===== src/logic/lrg_pkg.sv =====
// Shared constants, types and index functions for the line rate width gearbox.
////////////////////////////////////////////////////////////////////////////////
package lrg_pkg;

    localparam int LINES      = 16;
    localparam int GROUPS     = 4;
    localparam int GLINES     = 4;
    localparam int BYTE_W     = 8;
    localparam int WIDE_W     = 128;
    localparam int GWORD_W    = 32;
    localparam int PIN_W      = 28;

    localparam logic [2:0] LAST_DIV8 = 3'h7;
    localparam logic [2:0] LAST_DIV4 = 3'h3;
    localparam logic [2:0] HALF_DIV8 = 3'h3;
    localparam logic [2:0] HALF_DIV4 = 3'h1;
    localparam logic [2:0] CNT_RST   = 3'h0;

    typedef enum logic [1:0]
    {
        LRG_EN_INT = 2'b00,
        LRG_EN_EXT = 2'b01,
        LRG_EN_RX  = 2'b10
    } lrg_en_src_type;

    typedef struct packed
    {
        logic           div8;
        logic           quad;
        logic           tx_clk_ext;
        lrg_en_src_type tx_en_src;
    } lrg_cfg_type;

    function automatic logic [2:0] last_cnt(input logic div8);
        return div8 ? LAST_DIV8 : LAST_DIV4;
    endfunction : last_cnt

    function automatic logic [2:0] half_cnt(input logic div8);
        return div8 ? HALF_DIV8 : HALF_DIV4;
    endfunction : half_cnt

    // Bit position of a line's bit inside the wide word.
    function automatic logic [6:0] word_idx(input logic div8, input logic quad,
                                            input int line, input int bitn);
        int pos;
        pos = quad ? ((line / GLINES) * (div8 ? GWORD_W : GWORD_W / 2)
                      + bitn * GLINES + (line % GLINES))
                   : (bitn * LINES + line);
        return pos[6:0];
    endfunction : word_idx

endpackage : lrg_pkg


===== src/logic/lrg_rx_lane.sv =====
// Receive serial-to-parallel converter for one group of four lines.
`timescale 1ns/100ps
`default_nettype none
module lrg_rx_lane
(
    input  wire logic        core_clk_i,
    input  wire logic        rst_b_i,
    input  wire logic        ce_i,
    input  wire logic        div8_i,
    input  wire logic        bit_stb_i,
    input  wire logic [3:0]  line_i,
    output logic      [31:0] held_o,
    output logic             xfer_o,
    output logic             ls_clk_o,
    output logic             byte_en_o
);

    logic [7:0]  shift_ff [lrg_pkg::GLINES];
    logic [7:0]  nxt_shift [lrg_pkg::GLINES];
    logic [2:0]  cnt_ff;
    logic [31:0] hold_ff;
    logic        hold_vld_ff;
    logic [31:0] held_ff;
    logic        xfer_ff;
    logic        ls_clk_ff;
    logic        byte_en_ff;
    logic [2:0]  last;
    logic [2:0]  half;

    assign last      = lrg_pkg::last_cnt(div8_i);
    assign half      = lrg_pkg::half_cnt(div8_i);
    assign held_o    = held_ff;
    assign xfer_o    = xfer_ff;
    assign ls_clk_o  = ls_clk_ff;
    assign byte_en_o = byte_en_ff;

    ////////////////////////////////////////////////////////////////////////////
    always_comb
    begin
        for (int l = 0; l < lrg_pkg::GLINES; l++)
        begin
            nxt_shift[l] = {shift_ff[l][6:0], line_i[l]};
        end
    end

    always_ff @(posedge core_clk_i or negedge rst_b_i)
    begin
        if (!rst_b_i)
        begin
            for (int l = 0; l < lrg_pkg::GLINES; l++)
            begin
                shift_ff[l] <= 8'h00;
            end
        end
        else if (ce_i && bit_stb_i)
        begin
            shift_ff <= nxt_shift;
        end
    end

    always_ff @(posedge core_clk_i or negedge rst_b_i)
    begin
        if (!rst_b_i)
        begin
            cnt_ff    <= lrg_pkg::CNT_RST;
            ls_clk_ff <= 1'b0;
        end
        else if (ce_i && bit_stb_i)
        begin
            cnt_ff    <= (cnt_ff >= last) ? lrg_pkg::CNT_RST : cnt_ff + 3'h1;
            ls_clk_ff <= (cnt_ff >= last) || (cnt_ff < half);
        end
    end

    always_ff @(posedge core_clk_i or negedge rst_b_i)
    begin
        if (!rst_b_i)
        begin
            hold_ff     <= 32'h00000000;
            hold_vld_ff <= 1'b0;
            byte_en_ff  <= 1'b0;
        end
        else if (ce_i)
        begin
            byte_en_ff <= bit_stb_i && (cnt_ff == last);
            if (bit_stb_i && (cnt_ff == last))
            begin
                hold_vld_ff <= 1'b1;
                for (int l = 0; l < lrg_pkg::GLINES; l++)
                begin
                    hold_ff[l*8 +: 8] <= div8_i ? nxt_shift[l] : {4'h0, nxt_shift[l][3:0]};
                end
            end
        end
    end

    always_ff @(posedge core_clk_i or negedge rst_b_i)
    begin
        if (!rst_b_i)
        begin
            held_ff <= 32'h00000000;
            xfer_ff <= 1'b0;
        end
        else if (ce_i)
        begin
            xfer_ff <= bit_stb_i && (cnt_ff == half) && hold_vld_ff;
            if (bit_stb_i && (cnt_ff == half) && hold_vld_ff)
            begin
                held_ff <= hold_ff;
            end
        end
    end

    lane_byte_en_a: assert property (@(posedge core_clk_i) disable iff (!rst_b_i)
        (ce_i && bit_stb_i && cnt_ff == last) |=> byte_en_ff)
        else $error("Byte enable missing after last bit.");

    lane_xfer_gate_a: assert property (@(posedge core_clk_i) disable iff (!rst_b_i)
        xfer_ff |-> hold_vld_ff)
        else $error("Transfer before first full byte.");

endmodule : lrg_rx_lane
`default_nettype wire


===== src/logic/lrg_gearbox.sv =====
// Receive and transmit width gearbox between 16 line bits and the wide fabric word.
`timescale 1ns/100ps
`default_nettype none
module lrg_gearbox
(
    input  wire logic                 core_clk_i,
    input  wire logic                 rst_b_i,
    input  wire logic                 ce_i,
    input  wire lrg_pkg::lrg_cfg_type cfg_i,
    input  wire logic [3:0]           rx_line_clock_i,
    input  wire logic [15:0]          rx_line_data_in_i,
    output logic      [127:0]         rx_wide_data_out_o,
    output logic      [3:0]           rx_group_lowspeed_clock_out_o,
    output logic      [3:0]           rx_group_enable_out_o,
    input  wire logic [127:0]         tx_wide_data_in_i,
    input  wire logic [3:0]           tx_group_lowspeed_clock_in_i,
    input  wire logic [3:0]           tx_group_transfer_enable_in_i,
    output logic      [15:0]          tx_line_data_out_o,
    output logic      [3:0]           tx_group_clock_o,
    output logic                      tx_unity_gen_clock_o,
    output logic                      tx_word_taken_o
);

    logic [lrg_pkg::PIN_W-1:0] sync1_ff;
    logic [lrg_pkg::PIN_W-1:0] sync2_ff;
    logic [3:0]                rx_clk_d3_ff;
    logic [3:0]                tx_clk_d3_ff;
    logic [15:0]               rx_data_s;
    logic [3:0]                rx_clk_s;
    logic [3:0]                tx_clk_s;
    logic [3:0]                tx_en_s;
    logic [3:0]                rx_rise;
    logic [3:0]                rx_stb;
    logic [31:0]               held [lrg_pkg::GROUPS];
    logic [3:0]                xfer;
    logic [3:0]                lane_ls_clk;
    logic [3:0]                lane_byte_en;
    logic [127:0]              rx_word_ff;
    logic [127:0]              nxt_rx_word;
    logic [3:0]                rx_ls_clk_ff;
    logic [3:0]                rx_en_ff;
    logic [2:0]                tx_cnt_ff;
    logic [2:0]                nxt_tx_cnt;
    logic                      tx_gen_clk_ff;
    logic                      fall_int;
    logic [3:0]                fall_ext;
    logic [3:0]                cap_raw;
    logic [3:0]                cap;
    logic [7:0]                nxt_tx_byte [lrg_pkg::LINES];
    logic [7:0]                tx_byte_ff [lrg_pkg::LINES];
    logic [2:0]                tx_bcnt_ff [lrg_pkg::GROUPS];
    logic [3:0]                tx_act_ff;
    logic [15:0]               tx_line_ff;
    logic [3:0]                tx_oclk_ff;
    logic                      tx_taken_ff;
    logic [2:0]                last;
    logic [2:0]                half;

    assign last = lrg_pkg::last_cnt(cfg_i.div8);
    assign half = lrg_pkg::half_cnt(cfg_i.div8);

    ////////////////////////////////////////////////////////////////////////////
    // Two-stage synchronisers for every pin input, edge flops behind the receive and transmit clock inputs.
    always_ff @(posedge core_clk_i or negedge rst_b_i)
    begin
        if (!rst_b_i)
        begin
            sync1_ff     <= '0;
            sync2_ff     <= '0;
            rx_clk_d3_ff <= 4'h0;
            tx_clk_d3_ff <= 4'h0;
        end
        else if (ce_i)
        begin
            sync1_ff     <= {tx_group_transfer_enable_in_i, tx_group_lowspeed_clock_in_i,
                             rx_line_clock_i, rx_line_data_in_i};
            sync2_ff     <= sync1_ff;
            rx_clk_d3_ff <= rx_clk_s;
            tx_clk_d3_ff <= tx_clk_s;
        end
    end

    assign rx_data_s = sync2_ff[15:0];
    assign rx_clk_s  = sync2_ff[19:16];
    assign tx_clk_s  = sync2_ff[23:20];
    assign tx_en_s   = sync2_ff[27:24];
    assign rx_rise   = rx_clk_s & ~rx_clk_d3_ff;
    assign fall_ext  = tx_clk_d3_ff & ~tx_clk_s;

    ////////////////////////////////////////////////////////////////////////////
    // bit strobes.
    always_comb
    begin
        for (int g = 0; g < lrg_pkg::GROUPS; g++)
        begin
            rx_stb[g] = cfg_i.quad ? rx_rise[g] : rx_rise[0];
        end
    end

    genvar gi;
    generate
        for (gi = 0; gi < lrg_pkg::GROUPS; gi++)
        begin : g_lane
            lrg_rx_lane u_lane
            (
                .core_clk_i (core_clk_i),
                .rst_b_i    (rst_b_i),
                .ce_i       (ce_i),
                .div8_i     (cfg_i.div8),
                .bit_stb_i  (rx_stb[gi]),
                .line_i     (rx_data_s[gi*4 +: 4]),
                .held_o     (held[gi]),
                .xfer_o     (xfer[gi]),
                .ls_clk_o   (lane_ls_clk[gi]),
                .byte_en_o  (lane_byte_en[gi])
            );
        end
    endgenerate

    always_comb
    begin
        nxt_rx_word = rx_word_ff;
        for (int l = 0; l < lrg_pkg::LINES; l++)
        begin
            for (int b = 0; b < lrg_pkg::BYTE_W; b++)
            begin
                if ((cfg_i.div8 || b < 4) && (cfg_i.quad ? xfer[l/4] : xfer[0]))
                begin
                    nxt_rx_word[lrg_pkg::word_idx(cfg_i.div8, cfg_i.quad, l, b)] =
                        held[l/4][(l%4)*8 + b];
                end
            end
        end
    end

    always_ff @(posedge core_clk_i or negedge rst_b_i)
    begin
        if (!rst_b_i)
        begin
            rx_word_ff   <= 128'h0;
            rx_ls_clk_ff <= 4'h0;
            rx_en_ff     <= 4'h0;
        end
        else if (ce_i)
        begin
            rx_word_ff   <= nxt_rx_word;
            rx_ls_clk_ff <= lane_ls_clk;
            rx_en_ff     <= lane_byte_en;
        end
    end

    assign rx_wide_data_out_o            = rx_word_ff;
    assign rx_group_lowspeed_clock_out_o = rx_ls_clk_ff;
    assign rx_group_enable_out_o         = rx_en_ff;

    ////////////////////////////////////////////////////////////////////////////
    // internal divided reference.
    assign nxt_tx_cnt = (tx_cnt_ff >= last) ? lrg_pkg::CNT_RST : tx_cnt_ff + 3'h1;
    assign fall_int   = (tx_cnt_ff == half);

    always_ff @(posedge core_clk_i or negedge rst_b_i)
    begin
        if (!rst_b_i)
        begin
            tx_cnt_ff     <= lrg_pkg::CNT_RST;
            tx_gen_clk_ff <= 1'b0;
        end
        else if (ce_i)
        begin
            tx_cnt_ff     <= nxt_tx_cnt;
            tx_gen_clk_ff <= (nxt_tx_cnt <= half);
        end
    end

    assign tx_unity_gen_clock_o = tx_gen_clk_ff;

    always_comb
    begin
        for (int g = 0; g < lrg_pkg::GROUPS; g++)
        begin
            unique case (cfg_i.tx_en_src)
                lrg_pkg::LRG_EN_INT: cap_raw[g] = cfg_i.tx_clk_ext ? fall_ext[g] : fall_int;
                lrg_pkg::LRG_EN_EXT: cap_raw[g] = (cfg_i.tx_clk_ext ? fall_ext[g] : fall_int)
                                                  && tx_en_s[g];
                lrg_pkg::LRG_EN_RX:  cap_raw[g] = lane_byte_en[g];
                default:             cap_raw[g] = 1'b0;
            endcase
        end
        for (int g = 0; g < lrg_pkg::GROUPS; g++)
        begin
            cap[g] = cfg_i.quad ? cap_raw[g] : cap_raw[0];
        end
    end

    always_comb
    begin
        for (int l = 0; l < lrg_pkg::LINES; l++)
        begin
            nxt_tx_byte[l] = 8'h00;
            for (int b = 0; b < lrg_pkg::BYTE_W; b++)
            begin
                if (cfg_i.div8 || b < 4)
                begin
                    nxt_tx_byte[l][b] =
                        tx_wide_data_in_i[lrg_pkg::word_idx(cfg_i.div8, cfg_i.quad, l, b)];
                end
            end
        end
    end

    always_ff @(posedge core_clk_i or negedge rst_b_i)
    begin
        if (!rst_b_i)
        begin
            for (int l = 0; l < lrg_pkg::LINES; l++)
            begin
                tx_byte_ff[l] <= 8'h00;
            end
            tx_taken_ff <= 1'b0;
        end
        else if (ce_i)
        begin
            tx_taken_ff <= |cap;
            for (int l = 0; l < lrg_pkg::LINES; l++)
            begin
                if (cap[l/4])
                begin
                    tx_byte_ff[l] <= nxt_tx_byte[l];
                end
            end
        end
    end

    always_ff @(posedge core_clk_i or negedge rst_b_i)
    begin
        if (!rst_b_i)
        begin
            for (int g = 0; g < lrg_pkg::GROUPS; g++)
            begin
                tx_bcnt_ff[g] <= lrg_pkg::CNT_RST;
            end
            tx_act_ff <= 4'h0;
        end
        else if (ce_i)
        begin
            for (int g = 0; g < lrg_pkg::GROUPS; g++)
            begin
                if (cap[g])
                begin
                    tx_bcnt_ff[g] <= lrg_pkg::CNT_RST;
                    tx_act_ff[g]  <= 1'b1;
                end
                else if (tx_act_ff[g])
                begin
                    tx_bcnt_ff[g] <= (tx_bcnt_ff[g] >= last) ? lrg_pkg::CNT_RST
                                                             : tx_bcnt_ff[g] + 3'h1;
                end
            end
        end
    end

    always_ff @(posedge core_clk_i or negedge rst_b_i)
    begin
        if (!rst_b_i)
        begin
            tx_line_ff <= 16'h0000;
            tx_oclk_ff <= 4'h0;
        end
        else if (ce_i)
        begin
            for (int l = 0; l < lrg_pkg::LINES; l++)
            begin
                if (tx_act_ff[l/4])
                begin
                    tx_line_ff[l] <= tx_byte_ff[l][last - tx_bcnt_ff[l/4]];
                end
            end
            for (int g = 0; g < lrg_pkg::GROUPS; g++)
            begin
                if (tx_act_ff[g])
                begin
                    tx_oclk_ff[g] <= ~tx_oclk_ff[g];
                end
            end
        end
    end

    assign tx_line_data_out_o = tx_line_ff;
    assign tx_group_clock_o   = tx_oclk_ff;
    assign tx_word_taken_o    = tx_taken_ff;

    ////////////////////////////////////////////////////////////////////////////
    // single channel lockstep, divided reference phase and transmit serialiser checks.
    rx_single_lock_a: assert property (@(posedge core_clk_i) disable iff (!rst_b_i)
        !cfg_i.quad |-> (xfer == {4{xfer[0]}}))
        else $error("Receive groups diverge in single channel mode.");

    tx_gen_phase_a: assert property (@(posedge core_clk_i) disable iff (!rst_b_i)
        (ce_i && tx_cnt_ff == last) |=> tx_gen_clk_ff)
        else $error("Divided reference not high at period start.");

    tx_cnt_resync_a: assert property (@(posedge core_clk_i) disable iff (!rst_b_i)
        (ce_i && cap[0]) |=> (tx_bcnt_ff[0] == 3'h0 && tx_act_ff[0]))
        else $error("Bit counter not resynchronised by enable.");

    tx_first_bit_a: assert property (@(posedge core_clk_i) disable iff (!rst_b_i)
        (ce_i && cap[0]) ##1 ce_i |=> (tx_line_ff[0] == $past(tx_byte_ff[0][last])))
        else $error("First serial bit is not the captured top bit.");

    tx_single_lock_a: assert property (@(posedge core_clk_i) disable iff (!rst_b_i)
        (!cfg_i.quad && $past(!cfg_i.quad) && tx_act_ff[0]) |-> (tx_bcnt_ff[3] == tx_bcnt_ff[0]))
        else $error("Transmit groups diverge in single channel mode.");

    tx_out_clock_a: assert property (@(posedge core_clk_i) disable iff (!rst_b_i)
        (ce_i && tx_act_ff[1]) |=> (tx_oclk_ff[1] != $past(tx_oclk_ff[1])))
        else $error("Group output clock failed to toggle.");

endmodule : lrg_gearbox
`default_nettype wire


===== config.mk =====
export PLATFORM = sky130hd
export DESIGN_NAME = lrg_gearbox
export DESIGN_NICKNAME = d
export VERILOG_FILES = /design/src/logic/lrg_pkg.sv /design/src/logic/lrg_rx_lane.sv /design/src/logic/lrg_gearbox.sv
export SDC_FILE = /design/constraint.sdc
export NUM_CORES = 1
export LEC_CHECK = 0
export ABC_CLOCK_PERIOD_IN_PS = 5300
export BUFFER_PORTS_ARGS = -buffer_cell sky130_fd_sc_hd__buf_2
export CORE_MARGIN = 10
export CORE_UTILIZATION = 48
export CTS_CLUSTER_DIAMETER = 60
export DETAILED_ROUTE_END_ITERATION = 6
export PLACE_DENSITY_LB_ADDON = 0.25
export SYNTH_ARGS = -nofsm -noshare
export SYNTH_HDL_FRONTEND = slang
export SYNTH_HIERARCHICAL = 1
export SYNTH_SLANG_ARGS = --single-unit

===== constraint.sdc =====
create_clock -name core_clk_i -period 5.3 [get_ports core_clk_i]
set_input_delay 1.325 -clock core_clk_i [delete_from_list [all_inputs] [get_ports core_clk_i]]
set_output_delay 1.325 -clock core_clk_i [all_outputs]
set_load 0.01 [all_outputs]

* Word level (Yosys, flattened, before mapping)
Index checks and enable logic that the tools add are counted.
Widths: inputs -> output; s select.
** Storage, ports and cells
- Logic and storage cells :: 1677
- Register bits after elaboration :: 765
- Input bits :: 164
** Operators by class
- Mux-type cells :: 1021
- Bitwise gates (word level) :: 8
- Eq/ne operators :: 11
- Order comparisons :: 266
- Reduce and logical (&&, ||, !) cells :: 178
- $mul :: 1
- Add/sub/neg operators :: 106
** Operator list (count)
- $bwmux 128 :: 124
- $mux 128 :: 124
- $lt 7x8->1 const B :: 112
- $bmux 1 s7 :: 124
- $demux 1 s7 :: 124
- $ge 7x1->1 const B :: 124
- $mux 7 :: 112
- $mux 1 :: 342
- $add 7x2->7 const B :: 41
- $add 7x3->7 const B :: 27
- $logic_and 1x1->1 :: 148
- $mux 8 :: 16
- $lt 6x8->1 const B :: 8
- $mux 3 :: 19
- $add 7x5->7 const B :: 8
- $mux 6 :: 9
- $bmux 1 s3 :: 16
- $reduce_and 2->1 :: 20
- $lt 5x8->1 const B :: 4
- $add 6x5->7 const B :: 4
- $add 7x4->7 const B :: 4
- $add 3x1->3 const B :: 9
- $ge 3x3->1 :: 9
- $add 7x1->7 const B :: 3
- other kinds (25) :: 60

* Logic depth before layout (Yosys ltp)
- Depth in word-level cells :: 256
- Depth in mapped cells :: 11

* By module
The synthesis kept the hierarchy.
** By module, submodules not included
- lrg_gearbox :: instances 1, sequential area each 9233.9 µm², cells an instance 1719, area an instance 18695.4 µm²
- lrg_rx_lane at g_lane[0].u_lane ... :: instances 3, sequential area each 2477.4 µm², cells an instance 266, area an instance 3809.9 µm²
- lrg_rx_lane at g_lane[1].u_lane :: instances 1, sequential area each 2477.4 µm², cells an instance 264, area an instance 3792.4 µm²

* Least setup slack after synthesis
Ideal clock, no wire load.
- Path kind :: input-to-reg
- From :: input port cfg_i[3] (netlist name)
- To :: register g_lane[1].u_lane.held_ff[10]
- Arrival :: 3.589 ns
- Data required time :: 5.175 ns
- Path buffers :: 5
- Stages :: 10
- Setup slack :: 1.586 ns
- Cells stage by stage :: buf_2 > buf_2 > buf_2 > buf_2 > nand2_1 > o21ai_0 > nand2_4 > nor4_4 > buf_6 > mux2_2
** Between the ends
- Longest elaborated chain between the ends :: 4
** RTL lines
- from (decl) :: RTL line lrg_gearbox.sv:9 : input wire lrg_pkg::lrg_cfg_type cfg_i,
- $mux 1 :: RTL line lrg_gearbox.sv:96 : rx_stb[g] = cfg_i.quad ? rx_rise[g] : rx_rise[0];
- net rx_stb[1] :: RTL line lrg_gearbox.sv:33 : logic [3:0] rx_stb;
- $logic_and 1x1->1 (2 in series) :: RTL line lrg_rx_lane.sv:107 : if (bit_stb_i && (cnt_ff == half) && hold_vld_ff)
- $reduce_and 2->1 (no line)
- to (signal assigned) :: RTL line lrg_rx_lane.sv:109 : held_ff <= hold_ff;
- to (decl) :: RTL line lrg_rx_lane.sv:23 : logic [31:0] held_ff;
The timed path passes the listed nets, and every way through them passes these cells.
A chain may end at the register's enable or synchronous reset.

* Worst setup path in the final report
- From :: input port cfg_i[4] (netlist name)
- To :: register g_lane[2].u_lane.held_ff[15]
** Between the ends
- Longest elaborated chain between the ends :: 5
** RTL lines
- $mux 2 :: RTL line lrg_pkg.sv:39 : return div8 ? HALF_DIV8 : HALF_DIV4;
- $eq 3x2->1 :: RTL line lrg_rx_lane.sv:107
- $logic_and 1x1->1 (2 in series) :: RTL line lrg_rx_lane.sv:107
- $reduce_and 2->1 (no line)
- to (signal assigned) :: RTL line lrg_rx_lane.sv:109
- to (decl) :: RTL line lrg_rx_lane.sv:23
No other way between the ends.

==> results.json <==
{
  "htree_levels": 3,
  "syn_nets": 2968,
  "firstDrtPassIters": 5,
  "synth_ff_type": "dfrtp_1",
  "drive_gt1_frac": 0.335,
  "drtAntennaViolNets": 0,
  "vdd_drop_max_v": 0.000353,
  "ios": 322,
  "postCtsSetupBuffers": 0,
  "clock_skew_ps": 34.9,
  "viasPerCell": 5.75,
  "cts_buffer_depth": 3,
  "path_clk_slew_ps": 60,
  "dp_cells": 3903,
  "antenna_found_initial": 1,
  "hp-start": "tx_group_clock_o[3]$_DFFE_PN0P_",
  "place_congestion": 0.964,
  "hpwl_mm": 69.5,
  "rrSetupSlack_ps": 2110,
  "max_slew_margin": 0.195,
  "start_util": 0.484,
  "drtIter0Drc": 1725,
  "maxCapViolCount": 0,
  "num_rows": 97,
  "required_ps": 5800,
  "crit_type": "in2reg",
  "wire_per_inst_um": 24.0,
  "synth_top_area_frac": 0.564,
  "vias": 23300,
  "grt_overflow_total": 0,
  "ys_ff_latch": 765,
  "pre_cts_ws_ps": 1180,
  "timing.fmax_ghz": 0.286,
  "die_h_um": 286,
  "grt_pass1_wl_mm": 148,
  "drt_wl_total_mm": 97.3,
  "fin_ws_ps": 1810,
  "power.density_nw_per_um2": 498,
  "slew_viol_final": 0,
  "period_share": 0.659,
  "final_cell_mix": "dfrtp_1 (765), mux2_2 (445), buf_2 (317), nand2_1 (273), nor2_1 (226)",
  "clk_latency_ps": 640,
  "final_cells": 4057,
  "die_x_um": 286,
  "synth.avg_cell_area_um2": 12.2,
  "numClockSinks": 765,
  "cts_resized": 0,
  "coreArea_um2": 70000,
  "hold_buffers": 0,
  "grt_setup_unrepaired": "false",
  "hp-class": "reg2reg",
  "die-area_um2": 81700,
  "layout_commonest_cell": "dfrtp_1",
  "cts_tree": "done",
  "worst_pin_slew_ps": 1200,
  "worstRegToRegCells": 7,
  "min_period_ps": 3490,
  "drcViolationCount": 0,
  "start_kind": "primary input",
  "outcome": "complete, no violations",
  "r2r_end": "g_lane[1].u_lane/held_o[13]$_DFFE_PN0P_",
  "tns_ps": 0,
  "critPathMaxFanout": 47,
  "portBuffers": 321,
  "async_flop_share": 1.00,
  "timing.rr.start": "sync2_ff[16]$_DFFE_PN0P_",
  "grt_usage": 0.233,
  "power_leakage_nw": 19.1,
  "min_path_cells": 1,
  "ys_top_cells_by_area": "dfrtp_1 (56%), mux2_2 (15%), mux2i_1 (4.8%), nand2_1 (3.0%), a21oi_1 (3.0%)",
  "yosysWarnings": 6,
  "design_area_um2": 39100,
  "grt_pass1_vias": 24200,
  "final-hold-violation-count": 0,
  "min_to": "tx_group_clock_o[3]$_DFFE_PN0P_",
  "synth_area_leader_cell": "dfrtp_1",
  "grt_start_max_net_pins": 146,
  "syn-cell-area_um2": 33900,
  "syn_inst": 2781,
  "synth_edf_count": 0,
  "final_nets": 3236,
  "cts_made_buffers": 84,
  "place_area_um2": 36300,
  "hold_ws_ps": 465,
  "area_growth_syn_to_layout_pct": 15.4,
  "root_buffer": "clkbuf_16",
  "ys_seq_area_frac": 0.564,
  "crit_arrival_ps": 3990,
  "fillerInstances": 5780,
  "cp-end-kind": "register",
  "synth_cell_types": 59,
  "finalSetupViolCount": 0
}
-- power by group --
| group | internal (W) | switching (W) | total (W) | leakage (nW) |
|---|---|---|---|---|
| clock network | 0.00355 | 0.00244 | 0.00599 | 1.40 |
| registers | 0.00759 | 0.00141 | 0.00900 | 9.83 |
| logic | 0.00237 | 0.00213 | 0.00450 | 7.83 |
-- worst max-delay path, cell delays in order --
cell     delay, ps
buf_4          290
buf_4          740
inv_1          180
ha_1           330
nand2_1         90
nor4_4         140
buf_4          440
mux2_2         390
-- cells in the mapped netlist, types with 3 or more instances --
| cell | instances |
|---|---|
| a22o_1 | 5 |
| mux2_4 | 29 |
| and3b_1 | 4 |
| clkbuf_1 | 110 |
| mux2_2 | 445 |
| a32o_1 | 3 |
| or4b_2 | 4 |
| ha_1 | 23 |
| o211ai_1 | 16 |
| nand2b_1 | 4 |
| a21o_1 | 17 |
| o22ai_1 | 73 |
| o2bb2ai_1 | 4 |
| buf_6 | 25 |
| o21ai_0 | 136 |
| o31ai_1 | 16 |
| mux2_1 | 16 |
| nor2b_1 | 5 |
| buf_1 | 16 |
| a21oi_1 | 200 |
| nand2_1 | 274 |
| nor4_4 | 4 |
| a2111oi_0 | 3 |
| nand3_1 | 12 |
| mux2i_1 | 162 |
| nand4_1 | 7 |
| mux4_2 | 32 |
| a211oi_1 | 8 |
| and3_1 | 5 |
| buf_2 | 36 |
| o211ai_2 | 3 |
| a311oi_1 | 16 |
| a31oi_1 | 3 |
| nand2_2 | 3 |
| nor2_1 | 226 |
| xnor2_1 | 6 |
| dfrtp_1 | 765 |
| and2_1 | 3 |
| inv_1 | 36 |
-- per-layer routing --
layer | global-route usage | vias up | share of wire
li1 | - | 10400 | -
met1 | 0.293 | 11900 | 0.41
met2 | 0.382 | 853 | 0.48
met3 | 0.0600 | 170 | 0.078
met4 | 0.0875 | 0 | 0.034
met5 | 0 | - | 0
-- metrics by stage --
step,util,power (W)
CTS,0.559,0.0196
finish,0.559,0.0195
global placement,0.518,0.0133
global route,0.559,0.0205
floorplan,-,0.0117
detailed placement,0.518,0.0136
-- registers in the layout, indices dropped and copies added, names as in the netlist, 12 cells and up --
register,count
g_lane.u_lane/cnt_ff,12
g_lane.u_lane/held_o,128
sync1_ff,28
g_lane.u_lane/hold_ff,128
g_lane.u_lane/nxt_shift,112
tx_byte_ff,128
rx_wide_data_out_o,128
sync2_ff,28
tx_bcnt_ff,12
tx_line_data_out_o,16
-- cell type report --
type	instances	area, um^2	area share
sequential	765	19100	0.489
inverter	38	143	0.00364
tap	940	1180	0.0301
clock inverter	36	423	0.0108
timing repair buffer	369	2110	0.0539
clock buffer	117	2420	0.0618
multi-input combinational	1791	13700	0.351
antenna	1	2.50	0.0000639
-- worst max-delay path by stage --
stage,startpoint,to,slack [ps],cells after the start
after floorplan,cfg_i[3],g_lane[1].u_lane/held_o[10]$_DFFE_PN0P_,1590,10
after global placement,cfg_i[4],g_lane[2].u_lane/held_o[7]$_DFFE_PN0P_,1230,8
after detailed placement,cfg_i[3],g_lane[1].u_lane/held_o[5]$_DFFE_PN0P_,1180,7
after CTS,cfg_i[3],g_lane[1].u_lane/held_o[2]$_DFFE_PN0P_,1840,7
after global routing,cfg_i[3],g_lane[1].u_lane/held_o[29]$_DFFE_PN0P_,1600,7
final,cfg_i[4],g_lane[2].u_lane/held_o[15]$_DFFE_PN0P_,1810,8
-- cells by family after synthesis --
group | after synthesis | share of synthesized area
XOR/XNOR | 7 | 0.00181
multiplexers | 684 | 0.235
adder cells (fa/ha/maj) | 23 | 0.00848
flip-flops | 765 | 0.564
buffers and inverters | 225 | 0.0318
AND/OR/NAND/NOR | 563 | 0.0694
AO/OA/AOI/OAI | 514 | 0.0892
(Power assumes the default switching activity.)
